## src/pgc_regs.vh

```
// Register offsets, field positions, reset values and timing counts of the PWM generator
`ifndef PGC_REGS_VH
`define PGC_REGS_VH
// Word offsets on the Wishbone bus (byte addresses)
`define PGC_OFS_TIMEBASE 8'h00
`define PGC_OFS_PERIOD 8'h04
`define PGC_OFS_SEC_CMP 8'h08
`define PGC_OFS_CHOP 8'h0c
`define PGC_OFS_SHARED_DUTY 8'h10
`define PGC_OFS_KEY 8'h14
`define PGC_OFS_GEN_CTRL 8'h18
`define PGC_OFS_PRI_DUTY 8'h1c
`define PGC_OFS_SEC_DUTY 8'h20
`define PGC_OFS_PRI_PHASE 8'h24
`define PGC_OFS_SEC_PHASE 8'h28
`define PGC_OFS_COUNT 8'h2c
// Time base register fields
`define PGC_TB_ENABLE_BIT 15
`define PGC_TB_PRESCALE_HI 2
`define PGC_TB_PRESCALE_LO 0
// Compare and chop fields
`define PGC_CMP_HI 15
`define PGC_CMP_LO 3
`define PGC_CHOP_EN_BIT 15
`define PGC_CHOP_DIV_HI 9
`define PGC_CHOP_DIV_LO 3
// Generator control fields
`define PGC_CTL_FAULT_FLAG 15
`define PGC_CTL_LIMIT_FLAG 14
`define PGC_CTL_TRIG_FLAG 13
`define PGC_CTL_FAULT_IEN 12
`define PGC_CTL_LIMIT_IEN 11
`define PGC_CTL_TRIG_IEN 10
`define PGC_CTL_INDEP 9
`define PGC_CTL_SHARED 8
`define PGC_CTL_DTC_HI 7
`define PGC_CTL_DTC_LO 6
`define PGC_CTL_TBSEL 3
`define PGC_CTL_CENTER 2
`define PGC_CTL_EXTRST 1
`define PGC_CTL_IMMED 0
// Reset values
`define PGC_RST_ZERO 16'h0000
`define PGC_RST_PERIOD 16'hffff
// Duty limits and timing counts
`define PGC_DUTY_MIN 16'h0008
`define PGC_LSB_NS 1.04
`define PGC_CMP_RES_NS 8.32
`define PGC_CHOP_UNIT_NS 16.64
`define PGC_CHOP_HALF_TICKS 8
`define PGC_EDGE_BAND_NS 40
`endif

```

## src/pgc_top.v

```verilog
// PWM generator control, duty registers, chop clock and Wishbone slave
//
// Functional notes
// - Compare value in bits 15..3, low bits zero
// - Chop clock runs only while enabled
// - Chop period set by seven-bit divider field
// - Chop clock counts prescaled input ticks
// - Duty clamped between 8 and period minus 8
// - Resolution coarsens near 0% and 100%; this design only clamps there, the duty step size does not change
// - Dead-time control: positive, negative, off, reserved
// - Time base select picks secondary master base
// - Center align honoured only with independent time base
// - Center mode drops three duty low bits
// - Limit input resets independent time base
// - Immediate update bypasses cycle-boundary shadowing
// - Primary duty drives high, or both outputs
// - Secondary duty drives low in independent mode
// - Prescaler codes divide by 1 to 64
//
// The address map and the Wishbone slave port are this design's own decisions.
`default_nettype none
`include "pgc_regs.vh"
module pgc_top #(
  parameter HAS_SEC_BASE = 0
) (
  // Clock and reset
  input wire clk_i,
  input wire rst_i,
  // Wishbone slave
  input wire wb_cyc_i,
  input wire wb_stb_i,
  input wire wb_we_i,
  input wire [7:0] wb_adr_i,
  input wire [3:0] wb_sel_i,
  input wire [31:0] wb_dat_i,
  output reg [31:0] wb_dat_o,
  output reg wb_ack_o,
  // Neighbouring blocks
  input wire [1:0] output_mode_i,
  input wire current_limit_mode_i,
  input wire fault_pending_i,
  input wire limit_pending_i,
  input wire [15:0] sec_base_count_i,
  input wire sec_base_tick_i,
  // Power stage and events
  output reg high_output_o,
  output reg low_output_o,
  output reg chop_clk_o,
  output reg special_event_o,
  output reg gen_irq_o
);
  // Output modes and dead-time codes
  localparam MODE_INDEP = 2'h3;
  localparam DTC_POS = 2'h0;
  localparam DTC_NEG = 2'h1;
  localparam DTC_OFF = 2'h2;

  // Software registers
  reg [2:0] input_clock_prescaler_ff;
  reg module_master_enable_ff;
  reg [15:0] master_period_ff;
  reg [12:0] secondary_event_compare_value_ff;
  reg chop_generator_enable_ff;
  reg [6:0] chop_divider_ff;
  reg [15:0] shared_duty_ff;
  reg [15:0] protection_key_value_ff;
  reg fault_irq_flag_ff;
  reg limit_irq_flag_ff;
  reg trigger_irq_flag_ff;
  reg fault_irq_enable_ff;
  reg limit_irq_enable_ff;
  reg trigger_irq_enable_ff;
  reg independent_period_select_ff;
  reg shared_duty_select_ff;
  reg [1:0] dead_time_control_ff;
  reg time_base_select_ff;
  reg center_align_enable_ff;
  reg external_period_reset_ff;
  reg immediate_update_ff;
  reg [15:0] primary_duty_value_ff;
  reg [15:0] secondary_duty_value_ff;
  reg [15:0] primary_phase_value_ff;
  reg [15:0] secondary_phase_value_ff;
  // Dead-time delay stage
  reg high_dly_ff;
  reg low_dly_ff;

  // Wires
  wire tick;
  wire chop;
  wire core_high;
  wire core_low;
  wire cycle_end;
  wire match;
  wire [15:0] count;
  wire wr;
  wire rd;
  wire [15:0] wdat;
  wire [15:0] nxt_ctrl;
  wire use_sec;
  wire gen_tick;
  wire center;
  wire indep_mode;
  wire [15:0] period;
  wire [15:0] duty_src;
  wire [15:0] duty_h;
  wire [15:0] duty_l;
  wire ext_rst;
  wire [15:0] cmp_merge;
  wire [15:0] chop_merge;
  reg [15:0] rd_val;
  reg nxt_high;
  reg nxt_low;

  // Clamp a duty into the legal pulse window
  function [15:0] clamp_duty;
    input [15:0] duty;
    input [15:0] per;
    input ctr;
    reg [15:0] hi;
    reg [15:0] d;
    begin
      hi = (per > `PGC_DUTY_MIN) ? per - `PGC_DUTY_MIN : `PGC_DUTY_MIN;
      d = ctr ? {duty[15:3], 3'h0} : duty;
      if (d < `PGC_DUTY_MIN) begin
        clamp_duty = `PGC_DUTY_MIN;
      end else if (d > hi) begin
        clamp_duty = hi;
      end else begin
        clamp_duty = d;
      end
    end
  endfunction

  // Merge byte lanes of a 16-bit register
  function [15:0] merge16;
    input [15:0] old;
    input [15:0] dat;
    input [1:0] sel;
    begin
      merge16 = {sel[1] ? dat[15:8] : old[15:8], sel[0] ? dat[7:0] : old[7:0]};
    end
  endfunction

  // Bus strobes, one access per ack
  assign wr = wb_cyc_i && wb_stb_i && wb_we_i && !wb_ack_o;
  assign rd = wb_cyc_i && wb_stb_i && !wb_we_i && !wb_ack_o;

  // Control register image for byte merging
  assign nxt_ctrl = merge16({fault_irq_flag_ff, limit_irq_flag_ff, trigger_irq_flag_ff,
    fault_irq_enable_ff, limit_irq_enable_ff, trigger_irq_enable_ff,
    independent_period_select_ff, shared_duty_select_ff, dead_time_control_ff, 2'h0,
    time_base_select_ff, center_align_enable_ff, external_period_reset_ff,
    immediate_update_ff}, wb_dat_i[15:0], wb_sel_i[1:0]);

  // Generator setup derived from control bits
  assign use_sec = time_base_select_ff && (HAS_SEC_BASE != 0);
  assign indep_mode = (output_mode_i == MODE_INDEP);
  assign center = center_align_enable_ff && independent_period_select_ff;
  assign period = independent_period_select_ff ? primary_phase_value_ff : master_period_ff;
  assign duty_src = shared_duty_select_ff ? shared_duty_ff : primary_duty_value_ff;
  assign duty_h = clamp_duty(duty_src, period, center);
  // Low output uses the secondary duty only in independent mode
  assign duty_l = indep_mode ? clamp_duty(shared_duty_select_ff ? shared_duty_ff :
    secondary_duty_value_ff, period, center) : duty_h;
  assign ext_rst = external_period_reset_ff && independent_period_select_ff &&
    !current_limit_mode_i && limit_pending_i;
  assign gen_tick = use_sec ? sec_base_tick_i : tick;
  assign wdat = wb_dat_i[15:0];
  // Byte-merged images of the compare and chop words
  assign cmp_merge = merge16({secondary_event_compare_value_ff, 3'h0}, wdat, wb_sel_i[1:0]);
  assign chop_merge = merge16({6'h00, chop_divider_ff, 3'h0}, wdat, wb_sel_i[1:0]);

  // Prescaler and chop clock
  pgc_prescaler u_prescaler (
    .clk_i(clk_i),
    .rst_i(rst_i),
    .prescale_i(input_clock_prescaler_ff),
    .chop_en_i(chop_generator_enable_ff),
    .chop_div_i(chop_divider_ff),
    .tick_o(tick),
    .chop_o(chop)
  );

  // Generator time base and comparators
  pgc_core u_core (
    .clk_i(clk_i),
    .rst_i(rst_i),
    .tick_i(gen_tick),
    .run_i(module_master_enable_ff),
    .center_i(center),
    .ext_rst_i(ext_rst),
    .immediate_i(immediate_update_ff),
    .period_i(period),
    .duty_h_i(duty_h),
    .duty_l_i(duty_l),
    .cmp_i({secondary_event_compare_value_ff, 3'h0}),
    .high_o(core_high),
    .low_o(core_low),
    .cycle_end_o(cycle_end),
    .match_o(match),
    .count_o(count)
  );

  // Register writes
  always @(posedge clk_i) begin
    if (rst_i) begin
      input_clock_prescaler_ff <= 3'h0;
      module_master_enable_ff <= 1'b0;
      master_period_ff <= `PGC_RST_PERIOD;
      secondary_event_compare_value_ff <= 13'h0000;
      chop_generator_enable_ff <= 1'b0;
      chop_divider_ff <= 7'h00;
      shared_duty_ff <= `PGC_RST_ZERO;
      protection_key_value_ff <= `PGC_RST_ZERO;
      fault_irq_enable_ff <= 1'b0;
      limit_irq_enable_ff <= 1'b0;
      trigger_irq_enable_ff <= 1'b0;
      independent_period_select_ff <= 1'b0;
      shared_duty_select_ff <= 1'b0;
      dead_time_control_ff <= DTC_POS;
      time_base_select_ff <= 1'b0;
      center_align_enable_ff <= 1'b0;
      external_period_reset_ff <= 1'b0;
      immediate_update_ff <= 1'b0;
      primary_duty_value_ff <= `PGC_RST_ZERO;
      secondary_duty_value_ff <= `PGC_RST_ZERO;
      primary_phase_value_ff <= `PGC_RST_ZERO;
      secondary_phase_value_ff <= `PGC_RST_ZERO;
    end else if (wr) begin
      case (wb_adr_i)
        `PGC_OFS_TIMEBASE: begin
          if (wb_sel_i[0]) begin
            input_clock_prescaler_ff <= wdat[`PGC_TB_PRESCALE_HI:`PGC_TB_PRESCALE_LO];
          end
          if (wb_sel_i[1]) begin
            module_master_enable_ff <= wdat[`PGC_TB_ENABLE_BIT];
          end
        end
        `PGC_OFS_PERIOD: master_period_ff <= merge16(master_period_ff, wdat, wb_sel_i[1:0]);
        `PGC_OFS_SEC_CMP: begin
          secondary_event_compare_value_ff <= cmp_merge[`PGC_CMP_HI:`PGC_CMP_LO];
        end
        `PGC_OFS_CHOP: begin
          if (wb_sel_i[1]) begin
            chop_generator_enable_ff <= wdat[`PGC_CHOP_EN_BIT];
          end
          chop_divider_ff <= chop_merge[`PGC_CHOP_DIV_HI:`PGC_CHOP_DIV_LO];
        end
        `PGC_OFS_SHARED_DUTY: shared_duty_ff <= merge16(shared_duty_ff, wdat, wb_sel_i[1:0]);
        `PGC_OFS_KEY: begin
          protection_key_value_ff <= merge16(protection_key_value_ff, wdat,
            wb_sel_i[1:0]);
        end
        `PGC_OFS_GEN_CTRL: begin
          fault_irq_enable_ff <= nxt_ctrl[`PGC_CTL_FAULT_IEN];
          limit_irq_enable_ff <= nxt_ctrl[`PGC_CTL_LIMIT_IEN];
          trigger_irq_enable_ff <= nxt_ctrl[`PGC_CTL_TRIG_IEN];
          independent_period_select_ff <= nxt_ctrl[`PGC_CTL_INDEP];
          shared_duty_select_ff <= nxt_ctrl[`PGC_CTL_SHARED];
          dead_time_control_ff <= nxt_ctrl[`PGC_CTL_DTC_HI:`PGC_CTL_DTC_LO];
          time_base_select_ff <= nxt_ctrl[`PGC_CTL_TBSEL];
          center_align_enable_ff <= nxt_ctrl[`PGC_CTL_CENTER];
          external_period_reset_ff <= nxt_ctrl[`PGC_CTL_EXTRST];
          immediate_update_ff <= nxt_ctrl[`PGC_CTL_IMMED];
        end
        `PGC_OFS_PRI_DUTY: begin
          primary_duty_value_ff <= merge16(primary_duty_value_ff, wdat, wb_sel_i[1:0]);
        end
        `PGC_OFS_SEC_DUTY: begin
          secondary_duty_value_ff <= merge16(secondary_duty_value_ff, wdat, wb_sel_i[1:0]);
        end
        `PGC_OFS_PRI_PHASE: begin
          primary_phase_value_ff <= merge16(primary_phase_value_ff, wdat, wb_sel_i[1:0]);
        end
        `PGC_OFS_SEC_PHASE: begin
          secondary_phase_value_ff <= merge16(secondary_phase_value_ff, wdat, wb_sel_i[1:0]);
        end
        default: begin
        end
      endcase
    end
  end

  // Interrupt flags: hardware set wins, disabling the source clears
  always @(posedge clk_i) begin
    if (rst_i) begin
      fault_irq_flag_ff <= 1'b0;
      limit_irq_flag_ff <= 1'b0;
      trigger_irq_flag_ff <= 1'b0;
      gen_irq_o <= 1'b0;
    end else begin
      if (fault_irq_enable_ff && fault_pending_i) begin
        fault_irq_flag_ff <= 1'b1;
      end else if (!fault_irq_enable_ff) begin
        fault_irq_flag_ff <= 1'b0;
      end
      if (limit_irq_enable_ff && limit_pending_i) begin
        limit_irq_flag_ff <= 1'b1;
      end else if (!limit_irq_enable_ff) begin
        limit_irq_flag_ff <= 1'b0;
      end
      if (trigger_irq_enable_ff && cycle_end) begin
        trigger_irq_flag_ff <= 1'b1;
      end else if (!trigger_irq_enable_ff) begin
        trigger_irq_flag_ff <= 1'b0;
      end
      gen_irq_o <= fault_irq_flag_ff || limit_irq_flag_ff || trigger_irq_flag_ff;
    end
  end

  // Read multiplexer
  always @* begin
    rd_val = 16'h0000;
    case (wb_adr_i)
      `PGC_OFS_TIMEBASE: rd_val = {module_master_enable_ff, 12'h000, input_clock_prescaler_ff};
      `PGC_OFS_PERIOD: rd_val = master_period_ff;
      `PGC_OFS_SEC_CMP: rd_val = {secondary_event_compare_value_ff, 3'h0};
      `PGC_OFS_CHOP: rd_val = {chop_generator_enable_ff, 5'h00, chop_divider_ff, 3'h0};
      `PGC_OFS_SHARED_DUTY: rd_val = shared_duty_ff;
      `PGC_OFS_KEY: rd_val = protection_key_value_ff;
      `PGC_OFS_GEN_CTRL: rd_val = {fault_irq_flag_ff, limit_irq_flag_ff, trigger_irq_flag_ff,
        fault_irq_enable_ff, limit_irq_enable_ff, trigger_irq_enable_ff,
        independent_period_select_ff, shared_duty_select_ff, dead_time_control_ff, 2'h0,
        time_base_select_ff, center_align_enable_ff, external_period_reset_ff,
        immediate_update_ff};
      `PGC_OFS_PRI_DUTY: rd_val = primary_duty_value_ff;
      `PGC_OFS_SEC_DUTY: rd_val = secondary_duty_value_ff;
      `PGC_OFS_PRI_PHASE: rd_val = primary_phase_value_ff;
      `PGC_OFS_SEC_PHASE: rd_val = secondary_phase_value_ff;
      `PGC_OFS_COUNT: rd_val = use_sec ? sec_base_count_i : count;
      default: rd_val = 16'h0000;
    endcase
  end

  // Bus answer one cycle after the request
  always @(posedge clk_i) begin
    if (rst_i) begin
      wb_ack_o <= 1'b0;
      wb_dat_o <= 32'h00000000;
    end else begin
      wb_ack_o <= wr || rd;
      wb_dat_o <= rd ? {16'h0000, rd_val} : 32'h00000000;
    end
  end

  // Dead-time shaping of the raw comparator outputs
  always @* begin
    nxt_high = core_high;
    nxt_low = indep_mode ? core_low : !core_high;
    case (dead_time_control_ff)
      DTC_POS: begin
        nxt_high = core_high && high_dly_ff;
        nxt_low = indep_mode ? core_low : (!core_high && low_dly_ff);
      end
      DTC_NEG: begin
        if (output_mode_i == 2'h0) begin
          nxt_high = core_high || high_dly_ff;
          nxt_low = !core_high || low_dly_ff;
        end
      end
      DTC_OFF: begin
        nxt_high = core_high;
      end
      default: begin
        nxt_high = core_high;
      end
    endcase
  end

  // Delay stage and registered outputs
  always @(posedge clk_i) begin
    if (rst_i) begin
      high_dly_ff <= 1'b0;
      low_dly_ff <= 1'b0;
      high_output_o <= 1'b0;
      low_output_o <= 1'b0;
      chop_clk_o <= 1'b0;
      special_event_o <= 1'b0;
    end else begin
      if (gen_tick) begin
        high_dly_ff <= core_high;
        low_dly_ff <= indep_mode ? core_low : !core_high;
      end
      high_output_o <= module_master_enable_ff && nxt_high;
      low_output_o <= module_master_enable_ff && nxt_low;
      chop_clk_o <= chop;
      special_event_o <= match;
    end
  end
endmodule // pgc_top
`default_nettype wire

```

## src/pgc_prescaler.v

```verilog
// Input clock prescaler and chop clock generator
`default_nettype none
`include "pgc_regs.vh"
module pgc_prescaler (
  // Clock and reset
  input wire clk_i,
  input wire rst_i,
  // Configuration
  input wire [2:0] prescale_i,
  input wire chop_en_i,
  input wire [6:0] chop_div_i,
  // Results
  output reg tick_o,
  output reg chop_o
);
  reg [5:0] div_cnt_ff;
  reg [9:0] chop_cnt_ff;
  wire [5:0] div_last;
  wire [9:0] chop_last;
  wire reserved;

  // Divide ratio minus one; code 111 gives no ticks
  assign div_last = (6'h01 << prescale_i) - 6'h01;
  assign reserved = (prescale_i == 3'h7);
  // Half chop period in prescaled ticks: 8 * (div + 1)
  assign chop_last = {chop_div_i, 3'h7};

  // Prescaled tick pulses
  always @(posedge clk_i) begin
    if (rst_i) begin
      div_cnt_ff <= 6'h00;
      tick_o <= 1'b0;
    end else if (reserved) begin
      div_cnt_ff <= 6'h00;
      tick_o <= 1'b0;
    end else if (div_cnt_ff >= div_last) begin
      div_cnt_ff <= 6'h00;
      tick_o <= 1'b1;
    end else begin
      div_cnt_ff <= div_cnt_ff + 6'h01;
      tick_o <= 1'b0;
    end
  end

  // Chop clock runs on prescaled ticks, only when enabled
  always @(posedge clk_i) begin
    if (rst_i || !chop_en_i) begin
      chop_cnt_ff <= 10'h000;
      chop_o <= 1'b0;
    end else if (tick_o) begin
      if (chop_cnt_ff >= chop_last) begin
        chop_cnt_ff <= 10'h000;
        chop_o <= ~chop_o;
      end else begin
        chop_cnt_ff <= chop_cnt_ff + 10'h001;
      end
    end
  end
endmodule // pgc_prescaler
`default_nettype wire

```

## src/pgc_core.v

```verilog
// Generator time base, shadow registers and duty comparators
`default_nettype none
`include "pgc_regs.vh"
module pgc_core (
  // Clock and reset
  input wire clk_i,
  input wire rst_i,
  // Timing control
  input wire tick_i,
  input wire run_i,
  input wire center_i,
  input wire ext_rst_i,
  input wire immediate_i,
  // Values
  input wire [15:0] period_i,
  input wire [15:0] duty_h_i,
  input wire [15:0] duty_l_i,
  input wire [15:0] cmp_i,
  // Results
  output reg high_o,
  output reg low_o,
  output reg cycle_end_o,
  output reg match_o,
  output reg [15:0] count_o
);
  reg [15:0] per_act_ff;
  reg [15:0] dh_act_ff;
  reg [15:0] dl_act_ff;
  reg down_ff;
  wire at_end;
  wire load;

  // End of cycle: top in edge mode, bottom on the way down in center mode
  assign at_end = center_i ? (down_ff && count_o == 16'h0000) : (count_o >= per_act_ff);
  // Shadows follow at once, or at the cycle boundary
  assign load = immediate_i || (tick_i && run_i && (at_end || ext_rst_i));

  // Active copies of period and duties
  always @(posedge clk_i) begin
    if (rst_i) begin
      per_act_ff <= `PGC_RST_PERIOD;
      dh_act_ff <= `PGC_RST_ZERO;
      dl_act_ff <= `PGC_RST_ZERO;
    end else if (load) begin
      per_act_ff <= period_i;
      dh_act_ff <= duty_h_i;
      dl_act_ff <= duty_l_i;
    end
  end

  // Counter, up in edge mode, up and down in center mode
  always @(posedge clk_i) begin
    if (rst_i || !run_i) begin
      count_o <= 16'h0000;
      down_ff <= 1'b0;
      cycle_end_o <= 1'b0;
      match_o <= 1'b0;
    end else begin
      cycle_end_o <= tick_i && (at_end || ext_rst_i);
      match_o <= tick_i && (count_o == cmp_i);
      if (tick_i) begin
        if (ext_rst_i) begin
          count_o <= 16'h0000;
          down_ff <= 1'b0;
        end else if (at_end) begin
          count_o <= 16'h0000;
          down_ff <= 1'b0;
        end else if (center_i && !down_ff && count_o >= per_act_ff) begin
          down_ff <= 1'b1;
          count_o <= count_o - 16'h0001;
        end else if (down_ff) begin
          count_o <= count_o - 16'h0001;
        end else begin
          count_o <= count_o + 16'h0001;
        end
      end
    end
  end

  // Duty comparators
  always @(posedge clk_i) begin
    if (rst_i || !run_i) begin
      high_o <= 1'b0;
      low_o <= 1'b0;
    end else begin
      high_o <= count_o < dh_act_ff;
      low_o <= count_o < dl_act_ff;
    end
  end
endmodule // pgc_core
`default_nettype wire

```

## config.mk

```make
export PLATFORM = sky130hd
export DESIGN_NAME = pgc_top
export DESIGN_NICKNAME = d
export VERILOG_FILES = /design/src/pgc_top.v /design/src/pgc_prescaler.v /design/src/pgc_core.v
export VERILOG_INCLUDE_DIRS = /design/src
export SDC_FILE = /design/constraint.sdc
export NUM_CORES = 1
export LEC_CHECK = 0
export ABC_AREA = 0
export BUFFER_PORTS_ARGS = -buffer_cell sky130_fd_sc_hd__buf_2
export CAP_MARGIN = 20
export CORE_AREA = 4 4 163 165
export DETAILED_ROUTE_END_ITERATION = 8
export DIE_AREA = 0 0 167 169
export PLACE_DENSITY = 0.9
export SLEW_MARGIN = 20
export SYNTH_ARGS = -nofsm -noshare
export SYNTH_HDL_FRONTEND = slang
export SYNTH_SLANG_ARGS = --single-unit
```

## constraint.sdc

```tcl
create_clock -name clk_i -period 6.45 [get_ports clk_i]
set_input_delay 1.29 -clock clk_i [delete_from_list [all_inputs] [get_ports clk_i]]
set_output_delay 1.29 -clock clk_i [all_outputs]
set_load 0.01 [all_outputs]
```

==> impl_metrics.tcl <==
set metrics [dict create \
    place_congestion 0.9764 \
    peakVddDrop_mv 0.2079 \
    dp_hpwl_um 33750 \
    multi_input_area_um2 8929 \
    regArea_um2 5246 \
    rrSetupSlack_ns 1.22 \
    reg2reg_from "independent_period_select_ff" \
    end_kind "flop" \
    path_buf_inv 1 \
    hold_start "protection_key_value_ff[15]" \
    min_delay_worst_endpoint "protection_key_value_ff[15]" \
    cts_made_buffers 28 \
    start_kind "flop" \
    drc 0 \
    yosys_warnings 0 \
    synth-seq-cells 262 \
    crit_type "reg -> reg" \
    antenna_cells 0 \
    syn_inst 1887 \
    chipHeight_um 169 \
    num_io_pins 109 \
    cts.path.max_buffers 3 \
    numPortBuffers 57 \
    wl_per_cell_um 21.45 \
    core_area_um2 25040 \
    avgSynthCellArea_um2 7.979 \
    cp_cell_sequence "buf_4 -> mux2i_1 -> o21ai_0 -> nor4_1 -> or2_2 -> ha_1 -> nor2b_1 -> o211ai_1 -> a21oi_1 -> or4b_2 -> nand2_1 -> mux2_2 -> a221oi_1 -> a211oi_1" \
    die_area_um2 28220 \
    critical_path.max_fanout 14 \
    required_ns 6.86 \
    setup_slack_ns 1.223 \
    drtIter0Drc 2087 \
    slew_viol_final 0 \
    htreeDepth 1 \
    crit_family "simple AND/OR/NAND/NOR gates" \
    r2r_end "u_core.dl_act_ff[4]" \
    firstDrtPassIters 7 \
    worstHoldPathType "reg -> reg" \
    post_cts_buffers 0 \
    grt_max_degree 87 \
    post-route-period-util_pct 81.03 \
    cpPeakStageDelay_ns 0.80 \
    area_growth_pct 8.801 \
    skew_ns 0.01725 \
    vias 14750 \
    grt_pass1_wl_um 74040 \
    start_util_pct 60.13 \
    root_buffer "clkbuf_16" \
    clk_pin_slew_ns 0.06 \
    fmax_mhz 191.3 \
    antenna_left 0 \
    grt_antenna_before_repair 2 \
    rows 58 \
    synth-edff-count 0 \
    timing.slew.headroom_pct 26.37 \
    crit_cells 14 \
    finalSetupTns_ns 0 \
    finalWirelength_um 47630 \
    leakage_nw 6.405 \
    die_w_um 167 \
    rr_worst_depth 14 \
    hold_buffers 0 \
    preCtsSetupSlack_ns 1.386 \
    vias_per_cell 6.643 \
    synthArstFlopShare_pct 0 \
    synth_ff_type "dfxtp_1" \
    status "complete, no violations" \
    min_path_cells 2 \
    grt.total_usage_pct 32.19 \
    rsz0062_at_grt "false" \
    cts_tree "built" \
    first_global_vias 13860 \
    synth.distinct_cells 73 \
    clk-insertion-delay-late_ns 0.56 \
    ys_seq_area_share_pct 34.84 \
    syn_area_um2 15060 \
    setup_viol 0 \
    worst_pin_slew_ns 1.105 \
    power_density_nw_per_um2 203.8 \
    finalHoldViolations 0 \
    cp-startpoint "independent_period_select_ff" \
    nets 2041 \
    slowest_stage "nor4_1" \
    cts_resized 0 \
    grt_overflow 0 \
    fin_crit_ns 5.227 \
    post_route_cells_drive_above_1_share_pct 9.625 \
    drv_cap 0 \
    cts_sinks 262 \
    nFillCells 2014 \
    arrival_ns 5.63 \
]
-- metrics by stage --
stage               power (mW)  instances  cell area, um2  hold WS [ns]  utilization, %
global route             3.410       2221           16380        0.4689           65.43
floorplan                1.718       1902           15110        0.4138               -
finish                   3.338       2221           16380        0.4528           65.43
CTS                      3.337       2221           16370        0.4547           65.38
global placement         1.740       2172           15440        0.4412           61.66
detailed placement       1.741       2172           15440        0.4466           61.66
-- where the power goes --
part	switching [mW]	leakage [nW]	internal, mW
Sequential	0.000811	2.11	1.62
Combinational	0.0700	3.83	0.0197
Clock	0.672	0.460	0.956
Total	0.743	6.40	2.60
-- final cells by class --
type | count | area share [%]
Inverter | 92 | 2.108
Timing Repair Buffer | 87 | 3.155
Clock inverter | 8 | 0.4277
Tap cell | 330 | 2.521
Multi-Input combinational cell | 1401 | 54.51
Clock buffer | 41 | 5.255
Sequential cell | 262 | 32.03
-- worst min-delay path, stage by stage (launching register included) --
cell and delay [ns]:
dfxtp_1 0.31, nand2_1 0.05, a21oi_1 0.05
-- cell usage in the layout, fill, tap and decap left out, types with 15 or more instances in the layout --
cell	instances
a211oi_1	24
a21o_1	17
a21oi_1	182
a221oi_1	46
a22o_1	33
a22oi_1	25
a31oi_1	23
buf_2	56
buf_4	30
clkbuf_16	29
conb_1	16
dfxtp_1	261
ha_1	98
inv_1	92
mux2i_1	58
nand2_1	267
nand2b_1	34
nand3_1	152
nand3b_1	25
nand4_1	26
nor2_1	91
nor3_1	22
nor4_1	15
o21ai_0	55
xnor2_1	19
xor2_1	19
-- cell families (layout without fill, tap and decap cells) --
logic type / count (synthesis) / after routing / synth area share, %
xor gates and xnor gates: 38 / 38 / 2.211
muxes: 68 / 68 / 4.604
DFF: 262 / 262 / 34.84
and+or+nand+nor: 712 / 712 / 22.82
adders and majority gates: 98 / 98 / 8.144
other: 1 / 16 / 0.02491
buffers and inverters: 239 / 228 / 6.632
AOI/OAI and AO/OA: 469 / 469 / 20.73
-- cells in the mapped netlist (10+ instances only) --
cell      number  area [um2]
nand4_1       26       162.7
nand3_1      152       760.7
nor3_1        22       110.1
a22o_1        33       289.0
nor2_1        99       371.6
ha_1          98        1226
buf_4         21       157.7
and3_1        11       68.82
a21oi_1      182       910.9
buf_2         12       60.06
nand3b_1      25       187.7
o21ai_0       55       275.3
clkbuf_1     102       382.9
mux2i_1       58       580.6
xnor2_1       19       166.4
xor2_1        19       166.4
nand2b_1      34       212.7
mux2_2        10       112.6
inv_1         92       345.3
nand2_1      267        1002
a31oi_1       24       150.1
nor3b_1       12       90.09
a21o_1        17       127.6
a22oi_1       25       187.7
a221oi_1      46       402.9
o21a_1        10       75.07
dfxtp_1      262        5245
nor4_1        15       93.84
a211oi_1      24       180.2
buf_1         11       41.29
-- layer usage --
metal | part of all wire, % | track usage, % | vias up
met5 | 0.044 | 0 | -
met3 | 13 | 7.567 | 210
li1 | - | - | 6694
met1 | 37 | 41.45 | 6860
met2 | 44 | 50.67 | 986
met4 | 6.0 | 16.44 | 4
-- state kept, by name (all words and copies together), names as in the netlist, 2 cells and up --
register,flops
u_core.per_act_ff,16
shared_duty_ff,16
u_prescaler.div_cnt_ff,6
u_core.dh_act_ff,16
secondary_duty_value_ff,16
dead_time_control_ff,2
input_clock_prescaler_ff,3
master_period_ff,16
secondary_event_compare_value_ff,13
u_prescaler.chop_cnt_ff,10
wb_dat_o,16
primary_phase_value_ff,16
u_core.dl_act_ff,16
u_core.count_o,16
chop_divider_ff,7
primary_duty_value_ff,16
protection_key_value_ff,16
secondary_phase_value_ff,16
-- worst max-delay path by stage --
stage | to | slack [ns]
final | u_core.dl_act_ff[4] | 1.22
after global routing | u_core.dl_act_ff[15] | 0.86
after CTS | u_core.dl_act_ff[4] | 1.33
after detailed placement | u_core.dl_act_ff[8] | 1.39
after global placement | u_core.dl_act_ff[4] | 1.46
after floorplan | u_core.dl_act_ff[8] | 1.80
Power figures use the tool's default switching activity.
